**config.mk**
```make
export PLATFORM = sky130hd
export DESIGN_NAME = exec_slice
export DESIGN_NICKNAME = d
export VERILOG_FILES = /design/src/rtl/quarter_phase_gen.v /design/src/rtl/exec_slice.v
export VERILOG_INCLUDE_DIRS = /design/src /design/src/rtl
export SDC_FILE = /design/constraint.sdc
export NUM_CORES = 1
export LEC_CHECK = 0
export ABC_AREA = 1
export ABC_CLOCK_PERIOD_IN_PS = 2500
export BUFFER_PORTS_ARGS = -buffer_cell sky130_fd_sc_hd__buf_2
export CAP_MARGIN = 30
export CORE_UTILIZATION = 50
export CTS_CLUSTER_SIZE = 14
export DETAILED_ROUTE_END_ITERATION = 10
export PLACE_DENSITY_LB_ADDON = 0.3
export RECOVER_POWER = 25
export SLEW_MARGIN = 10
export SYNTH_ARGS = -nofsm -noshare
export SYNTH_HDL_FRONTEND = slang
export SYNTH_HIERARCHICAL = 1
export SYNTH_SLANG_ARGS = --single-unit
```
**constraint.sdc**
```tcl
create_clock -name i_sys_clk -period 2.5 [get_ports i_sys_clk]
set_input_delay 0 -clock i_sys_clk [delete_from_list [all_inputs] [get_ports i_sys_clk]]
set_output_delay 0 -clock i_sys_clk [all_outputs]
set_load 0.02 [all_outputs]
```
**src/rtl/exec_slice_regs.vh**
```
// Constants for the add, and, branch and bit-clear execution slice.
`ifndef EXEC_SLICE_REGS_VH
`define EXEC_SLICE_REGS_VH
`define OPC6_ADD_CARRY     6'h08
`define OPC6_AND_FILE      6'h05
`define OPC8_AND_LIT       8'h0B
`define OPC8_BRANCH_CARRY  8'hE2
`define OPC4_CLEAR_BIT     4'h9
`define IDX_LIMIT          8'h5F
`define FLAG_C             0
`define FLAG_DC            1
`define FLAG_Z             2
`define FLAG_OV            3
`define FLAG_N             4
`define Q1                 2'h0
`define Q2                 2'h1
`define Q3                 2'h2
`define Q4                 2'h3
`define STATUS_RESET       5'h00
`define WREG_RESET         8'h00
`define PC_RESET           21'h00_0000
`endif

```
**src/rtl/quarter_phase_gen.v**
```verilog
// Four-quarter phase sequencer for one instruction cycle.
`timescale 1ns/10ps
`default_nettype none
`include "exec_slice_regs.vh"
module quarter_phase_gen (
  input  wire       i_sys_clk,
  input  wire       i_rst,
  output reg  [1:0] o_quarter,
  output wire       o_cycle_end
);
  always @(posedge i_sys_clk) begin
    if (i_rst) begin
      o_quarter <= `Q1;
    end else begin
      o_quarter <= o_quarter + 2'h1;
    end
  end
  assign o_cycle_end = (o_quarter == `Q4);
endmodule
`default_nettype wire

```
**src/rtl/exec_slice.v**
```verilog
// Execution slice: add with carry, and, branch on carry, bit clear.
//
// Function
// (RULE1) Add-with-carry-to-file sums working register, file operand and carry; opcode 0010 00da.
// (RULE2) Add-with-carry updates negative, overflow, carry, digit carry and zero flags.
// (RULE3) Destination bit 0 writes working register; 1 writes the file register.
// (RULE4) Access bit 0 selects access bank; 1 uses bank select register.
// (RULE5) Extended set, access 0, address up to 95: indexed literal offset mode.
// (RULE6) AND-literal 0000 1011 ANDs working register with literal; flags N and Z.
// (RULE7) AND-with-file 0001 01da ANDs working register with file; flags N and Z.
// (RULE8) Branch-on-carry 1110 0010 branches only when carry is one; flags untouched.
// (RULE9) Offset is signed -128..127; target is incremented counter plus twice offset.
// (RULE10) Taken branch spends two cycles; counter written in Q4, second cycle idle.
// (RULE11) Untaken branch takes one cycle and writes nothing in Q4.
// (RULE12) Bit-clear 1001 bbba clears bit b of the file register; flags untouched.
// (RULE13) Literal instructions: decode, read literal, process, write working register.
// (RULE14) File instructions read in Q2 and write the destination in Q4.
//
// Added by the designer: the address-and-strobe port and the register addresses.
`timescale 1ns/10ps
`default_nettype none
`include "exec_slice_regs.vh"
module exec_slice (
  input  wire        i_sys_clk,
  input  wire        i_rst,
  input  wire [15:0] i_instr,
  input  wire        i_ext_set_en,
  input  wire [3:0]  i_bank_select_register,
  input  wire [11:0] i_fsr2,
  input  wire [7:0]  i_file_rdata,
  output wire [1:0]  o_quarter,
  output reg  [11:0] o_file_addr,
  output reg         o_file_rd,
  output reg         o_file_wr,
  output reg  [7:0]  o_file_wdata,
  output reg  [7:0]  o_wreg,
  output reg  [4:0]  o_status,
  output reg  [20:0] o_pc,
  output reg         o_pc_wr,
  output reg         o_busy_nop,
  output reg         o_illegal
);
  localparam OP_NONE = 3'h0;
  localparam OP_ADDC = 3'h1;
  localparam OP_ANDL = 3'h2;
  localparam OP_ANDF = 3'h3;
  localparam OP_BC   = 3'h4;
  localparam OP_BCLR = 3'h5;

  wire        cycle_end;
  reg  [2:0]  op;
  reg  [15:0] ir;
  reg  [7:0]  operand;
  reg  [7:0]  result;
  reg  [4:0]  next_status;
  reg         nop_cycle;
  reg         write_wreg;
  reg         write_file;
  reg  [11:0] next_addr;
  reg  [8:0]  sum;
  reg  [4:0]  low_sum;
  reg  [7:0]  clr_mask;
  wire        dest_bit   = ir[9];
  wire        access_bit = ir[8];
  wire [7:0]  faddr      = ir[7:0];
  wire [20:0] offset_x2  = {{12{ir[7]}}, ir[7:0], 1'b0};

  quarter_phase_gen u_phase (
    .i_sys_clk   (i_sys_clk),
    .i_rst       (i_rst),
    .o_quarter   (o_quarter),
    .o_cycle_end (cycle_end)
  );

  // Opcode decode of the latched instruction word.
  always @* begin
    op = OP_NONE;
    if (ir[15:10] == `OPC6_ADD_CARRY) begin
      op = OP_ADDC; // RULE1
    end else if (ir[15:8] == `OPC8_AND_LIT) begin
      op = OP_ANDL; // RULE6
    end else if (ir[15:10] == `OPC6_AND_FILE) begin
      op = OP_ANDF; // RULE7
    end else if (ir[15:8] == `OPC8_BRANCH_CARRY) begin
      op = OP_BC; // RULE8
    end else if (ir[15:12] == `OPC4_CLEAR_BIT) begin
      op = OP_BCLR; // RULE12
    end
  end

  // File address formation from access bit and bank select.
  always @* begin
    if (!access_bit && i_ext_set_en && (faddr <= `IDX_LIMIT)) begin
      next_addr = i_fsr2 + {4'h0, faddr}; // RULE5
    end else if (!access_bit) begin
      next_addr = (faddr[7]) ? {4'hF, faddr} : {4'h0, faddr}; // RULE4
    end else begin
      next_addr = {i_bank_select_register, faddr}; // RULE4
    end
  end

  // Arithmetic and logic for add, and and bit clear.
  always @* begin
    next_status = o_status;
    result      = 8'h00;
    write_wreg  = 1'b0;
    write_file  = 1'b0;
    clr_mask    = 8'hFF;
    clr_mask[ir[11:9]] = 1'b0;
    sum     = {1'b0, o_wreg} + {1'b0, operand} + {8'h00, o_status[`FLAG_C]}; // RULE1
    low_sum = {1'b0, o_wreg[3:0]} + {1'b0, operand[3:0]} + {4'h0, o_status[`FLAG_C]};
    case (op)
      OP_ADDC: begin
        result = sum[7:0];
        next_status[`FLAG_C]  = sum[8]; // RULE2
        next_status[`FLAG_DC] = low_sum[4];
        next_status[`FLAG_OV] = (o_wreg[7] == operand[7]) && (result[7] != o_wreg[7]);
        next_status[`FLAG_N]  = result[7];
        next_status[`FLAG_Z]  = (result == 8'h00);
        write_wreg = !dest_bit; // RULE3
        write_file = dest_bit;
      end
      OP_ANDL: begin
        result = o_wreg & ir[7:0]; // RULE6
        next_status[`FLAG_N] = result[7];
        next_status[`FLAG_Z] = (result == 8'h00);
        write_wreg = 1'b1; // RULE13
      end
      OP_ANDF: begin
        result = o_wreg & operand; // RULE7
        next_status[`FLAG_N] = result[7];
        next_status[`FLAG_Z] = (result == 8'h00);
        write_wreg = !dest_bit; // RULE3
        write_file = dest_bit;
      end
      OP_BCLR: begin
        result = operand & clr_mask; // RULE12
        write_file = 1'b1;
      end
      default: begin
        result = 8'h00;
      end
    endcase
  end

  // Quarter-phase sequencing. The second cycle of a taken branch is a
  // flushed slot, so its instruction word is ignored entirely.
  always @(posedge i_sys_clk) begin
    if (i_rst) begin
      ir           <= 16'h0000;
      operand      <= 8'h00;
      o_wreg       <= `WREG_RESET;
      o_status     <= `STATUS_RESET;
      o_pc         <= `PC_RESET;
      o_pc_wr      <= 1'b0;
      o_file_addr  <= 12'h000;
      o_file_rd    <= 1'b0;
      o_file_wr    <= 1'b0;
      o_file_wdata <= 8'h00;
      o_busy_nop   <= 1'b0;
      o_illegal    <= 1'b0;
      nop_cycle    <= 1'b0;
    end else begin
      o_file_rd <= 1'b0;
      o_file_wr <= 1'b0;
      o_pc_wr   <= 1'b0;
      case (o_quarter)
        `Q1: begin
          o_busy_nop <= nop_cycle;
          if (nop_cycle) begin
            ir <= 16'h0000; // RULE10
          end else begin
            ir <= i_instr;
          end
        end
        `Q2: begin
          o_illegal <= (op == OP_NONE) && !nop_cycle;
          if ((op == OP_ADDC) || (op == OP_ANDF) || (op == OP_BCLR)) begin
            o_file_addr <= next_addr;
            o_file_rd   <= 1'b1; // RULE14
          end
        end
        `Q3: begin
          operand <= i_file_rdata; // RULE14
        end
        `Q4: begin
          nop_cycle <= 1'b0;
          if (!nop_cycle) begin
            o_pc <= o_pc + 21'h00_0002;
          end
          if (op == OP_BC && o_status[`FLAG_C]) begin
            o_pc      <= o_pc + 21'h00_0002 + offset_x2; // RULE9
            o_pc_wr   <= 1'b1; // RULE10
            nop_cycle <= 1'b1; // RULE10
          end
          // An untaken branch simply falls through with no Q4 write. RULE11
          o_status <= next_status; // RULE8
          if (write_wreg) begin
            o_wreg <= result; // RULE3
          end
          if (write_file) begin
            o_file_wr    <= 1'b1; // RULE14
            o_file_wdata <= result;
          end
        end
        default: begin
          o_file_rd <= 1'b0;
        end
      endcase
    end
  end
endmodule
`default_nettype wire

```
==> reports/metrics.json <==
{
  "final_layout": {
    "antenna-diode-count": 0,
    "postLayoutCoreUtil": 0.6967,
    "mostFrequentLayoutCells": "208 x sky130_fd_sc_hd__nand2_1, 106 x sky130_fd_sc_hd__inv_1, 87 x sky130_fd_sc_hd__buf_4, 81 x sky130_fd_sc_hd__nor2_1, 78 x sky130_fd_sc_hd__dfxtp_1",
    "layout_commonest_cell": "sky130_fd_sc_hd__nand2_1",
    "final_net_count": 1239,
    "areaGrowthSynthToFinish_pct": 35.59,
    "post_route_cells_drive_above_1_share": 0.2483
  },
  "place": {
    "pre_cts_ws_ns": -0.2040,
    "place_hpwl_mm": 14.01,
    "gpl.final_weighted_congestion": 0.9468,
    "place.port_buffers": 102
  },
  "run_status": {
    "violations": "setup timing",
    "run_status": "complete, but fails checks"
  },
  "hold_path": {
    "worst_hold_path_type": "in2reg",
    "worstHoldPathCells": 4
  },
  "sta": {
    "achievable-frequency_mhz": 372.2,
    "setup-tns-final_ns": -1.120,
    "report.final.slew_viol_count": 0,
    "rsz0062_at_grt": "yes",
    "setup_viol_count_final": 10,
    "post-route-period-util": 1.075,
    "fin_worst_hold_slack_ns": 0.02880,
    "period_minus_slack_ns": 2.687,
    "timing_hold_violations_final": 0,
    "final.setup.worst_slack_ns": -0.1869,
    "fin_worst_skew_ns": 0.007882,
    "worstMarginPinSlew_ns": 0.5491,
    "timing.max_slew.rel_slack": 0.6340
  },
  "route": {
    "drc": 0,
    "firstDrtPassIters": 5,
    "dr_total_vias": 7251,
    "vias_per_cell": 5.477,
    "drtAntennaViolNets": 0,
    "drtIter0Drc": 553,
    "route.detailed.wl_per_inst_um": 15.37,
    "detail_route.wirelength_mm": 20.36
  },
  "critical_path": {
    "reg2reg_depth": 18,
    "worstPathMaxFanout": 3,
    "critPathArrivalTime_ns": 2.94,
    "end_kind": "register",
    "start_kind": "register",
    "critical_path_class": "reg2reg",
    "cp_data_required_time_ns": 2.75
  },
  "grt": {
    "antenna_found_initial": 1,
    "vias_in_the_first_global_route": 6663,
    "grt_start_max_net_pins": 56,
    "grt_use_total": 0.3124,
    "grt_pass1_wl_mm": 31.71,
    "gr-total-overflow": 0
  },
  "die": {
    "dieArea_um2": 12840,
    "row_count": 40,
    "die-width_um": 113.3,
    "core-area_um2": 12060,
    "die_h_um": 113.3,
    "initial_utilization": 0.5138,
    "io_pins": 104
  },
  "power_and_ir_drop": {
    "fin_total_pwr_mw": 3.707,
    "peakVddDrop_uv": 540.4,
    "comb_power_share": 0.232,
    "leakage_nw": 4.090,
    "p_switching_mw": 1.233,
    "internal_power_mw": 2.474,
    "power_frac_clock": 0.365,
    "share_seq_of_total_power": 0.403,
    "pwr_density_cell_nw_per_um2": 441.2,
    "p_sw_frac": 0.3327
  },
  "yosys": {
    "async_reset_ff_frac": 0,
    "ys_ff_latch": 85,
    "postSynthNetCount": 1032,
    "synth_top_area_frac": 0.2746,
    "synth-simple-area-share": 0.3137,
    "synth_fa_ha_area_frac": 0.09570,
    "combinational_family_with_the_most_area_after_synthesis": "simple AND/OR/NAND/NOR gates",
    "synth_area_leaders": "sky130_fd_sc_hd__dfxtp_1 27%, sky130_fd_sc_hd__nand2_1 14%, sky130_fd_sc_hd__ha_1 8.3%, sky130_fd_sc_hd__inv_1 6.5%, sky130_fd_sc_hd__a21oi_1 6.2%",
    "synth_compound_gate_area_share": 0.1811,
    "syn_avg_cell_area_um2": 6.565,
    "post_synth_edffs": 0,
    "synth.cell_area_um2": 6197,
    "synth_flop_cell": "sky130_fd_sc_hd__dfxtp_1",
    "synth_sequential_area_ratio": 0.2746,
    "synth_mux_area_frac": 0,
    "ys.warnings.count": 6,
    "post-synth-top-area-cell": "sky130_fd_sc_hd__dfxtp_1",
    "synth_cell_type_count": 48,
    "synthXorXnorAreaFrac": 0.04099,
    "synthesized_netlist_cell_count": 944
  },
  "clock_tree": {
    "cts_max_path_buffers": 2,
    "clock_input_transition_at_the_sequential_cells_of_the_worst_setup_and_hold_paths_ns": 0.07,
    "clock-root-buffer": "sky130_fd_sc_hd__clkbuf_16",
    "ctsHtreeMaxLevel": 3,
    "tritoncts": "built",
    "numCtsBuffers": 9,
    "clock-sinks": 85,
    "clk_latency_ns": 0.36
  },
  "run": {
    "max-cap-violations": 0
  }
}
cells in the mapped netlist (5+ instances only):
| library cell | number |
|---|---|
| sky130_fd_sc_hd__nand2_1 | 227 |
| sky130_fd_sc_hd__inv_1 | 108 |
| sky130_fd_sc_hd__nor2_1 | 90 |
| sky130_fd_sc_hd__dfxtp_1 | 85 |
| sky130_fd_sc_hd__a21oi_1 | 77 |
| sky130_fd_sc_hd__nand3_1 | 62 |
| sky130_fd_sc_hd__o21ai_0 | 61 |
| sky130_fd_sc_hd__ha_1 | 41 |
| sky130_fd_sc_hd__xor2_1 | 20 |
| sky130_fd_sc_hd__nand4_1 | 18 |
| sky130_fd_sc_hd__a31oi_1 | 15 |
| sky130_fd_sc_hd__nor3_1 | 11 |
| sky130_fd_sc_hd__clkbuf_1 | 10 |
| sky130_fd_sc_hd__nor2_2 | 10 |
| sky130_fd_sc_hd__o211ai_1 | 10 |
| sky130_fd_sc_hd__xnor2_1 | 9 |
| sky130_fd_sc_hd__or2_2 | 8 |
| sky130_fd_sc_hd__buf_4 | 5 |
| sky130_fd_sc_hd__inv_2 | 5 |
| sky130_fd_sc_hd__nand3b_1 | 5 |
| sky130_fd_sc_hd__o21a_1 | 5 |
| sky130_fd_sc_hd__o21ai_1 | 5 |
| sky130_fd_sc_hd__o21bai_1 | 5 |
final cells by class:
| type | instances | area (um2) |
|---|---|---|
| tap | 168 | 210.2 |
| multi-input combinational | 718 | 4308 |
| clock buffer | 9 | 225.2 |
| fill | 990 | 3659 |
| sequential | 85 | 1718 |
| clock inverter | 7 | 65.06 |
| timing repair buffer | 220 | 1436 |
| inverter | 117 | 440.4 |
through the flow:
step | instance area [um2] | cells
CTS | 8164 | 1318
detailed placement | 7411 | 1268
finish | 8403 | 1324
global placement | 7411 | 1268
floorplan | 6242 | 944
global route | 8403 | 1324
sequential cells by signal (all words and copies together) (netlist names):
signal / cells
o_file_rd: 1
o_file_addr: 12
o_file_wr: 1
ir: 16
o_pc_wr: 1
nop_cycle: 1
o_wreg: 8
operand: 8
o_pc: 20
o_status: 5
o_file_wdata: 8
o_busy_nop: 1
u_phase/o_quarter: 2
o_illegal: 1
power by group through the flow:
stage	Combinational, mW	Sequential (mW)	Clock [mW]
6_report	0.861	1.49	1.35
3_3_place_gp	0.725	1.52	0
4_1_cts	0.800	1.49	1.36
3_5_place_dp	0.737	1.52	0
2_1_floorplan	0.445	1.54	0
5_1_grt	0.946	1.50	1.42
path summary, 6_finish.rpt:
kind	from	endpoint	slack (ns)
max	o_pc[2]	o_pc[16]	-0.19
min	i_fsr2[9]	o_file_addr[9]	0.03
max reg2reg	o_pc[2]	o_pc[16]	-0.19
min reg2reg	u_phase/o_quarter[0]	u_phase/o_quarter[0]	0.48
worst max-delay path, cell delays in order, from the launching register on:
cell and delay [ns]:
sky130_fd_sc_hd__dfxtp_4 0.37, sky130_fd_sc_hd__nand2_2 0.07, sky130_fd_sc_hd__nor2_4 0.09, sky130_fd_sc_hd__nand4_1 0.20, sky130_fd_sc_hd__nor2_2 0.20, sky130_fd_sc_hd__buf_4 0.15, sky130_fd_sc_hd__xor2_2 0.15, sky130_fd_sc_hd__inv_1 0.10
sky130_fd_sc_hd__ha_4 0.23, sky130_fd_sc_hd__nand2_2 0.09, sky130_fd_sc_hd__inv_1 0.06, sky130_fd_sc_hd__nand2_1 0.08, sky130_fd_sc_hd__nand2_2 0.07, sky130_fd_sc_hd__buf_4 0.14, sky130_fd_sc_hd__a21oi_2 0.13, sky130_fd_sc_hd__nand2_2 0.09
sky130_fd_sc_hd__or2_4 0.24, sky130_fd_sc_hd__nand3_2 0.07, sky130_fd_sc_hd__a21oi_2 0.05
logic make-up (layout without fill, tap and decap cells):
family          Yosys count  in the layout
simple gates            444            444
compound gates          199            199
buf+inv                 141            353
flops                    85             85
fa+ha+maj                45             45
xor+xnor                 29             29
other cells               1              1
repair_timing:
action	4_1_cts	5_1_grt
setup buffers	5	6
gates resized for setup	31	47
pin swaps	20	25
endpoints found under the setup margin	11	15
cloned	0	0
hold buffers	29	0
endpoints found under the hold margin	28	0
layer usage:
layer / vias to the layer above / track usage / routed length (um)
li1: 3545 / - / -
met1: 3356 / 0.3821 / 8391
met5: - / 0 / 0
met2: 290 / 0.5436 / 9950
met3: 60 / 0.05517 / 1365
met4: 0 / 0.1237 / 648
No activity file was read; power rests on OpenSTA's default activity.
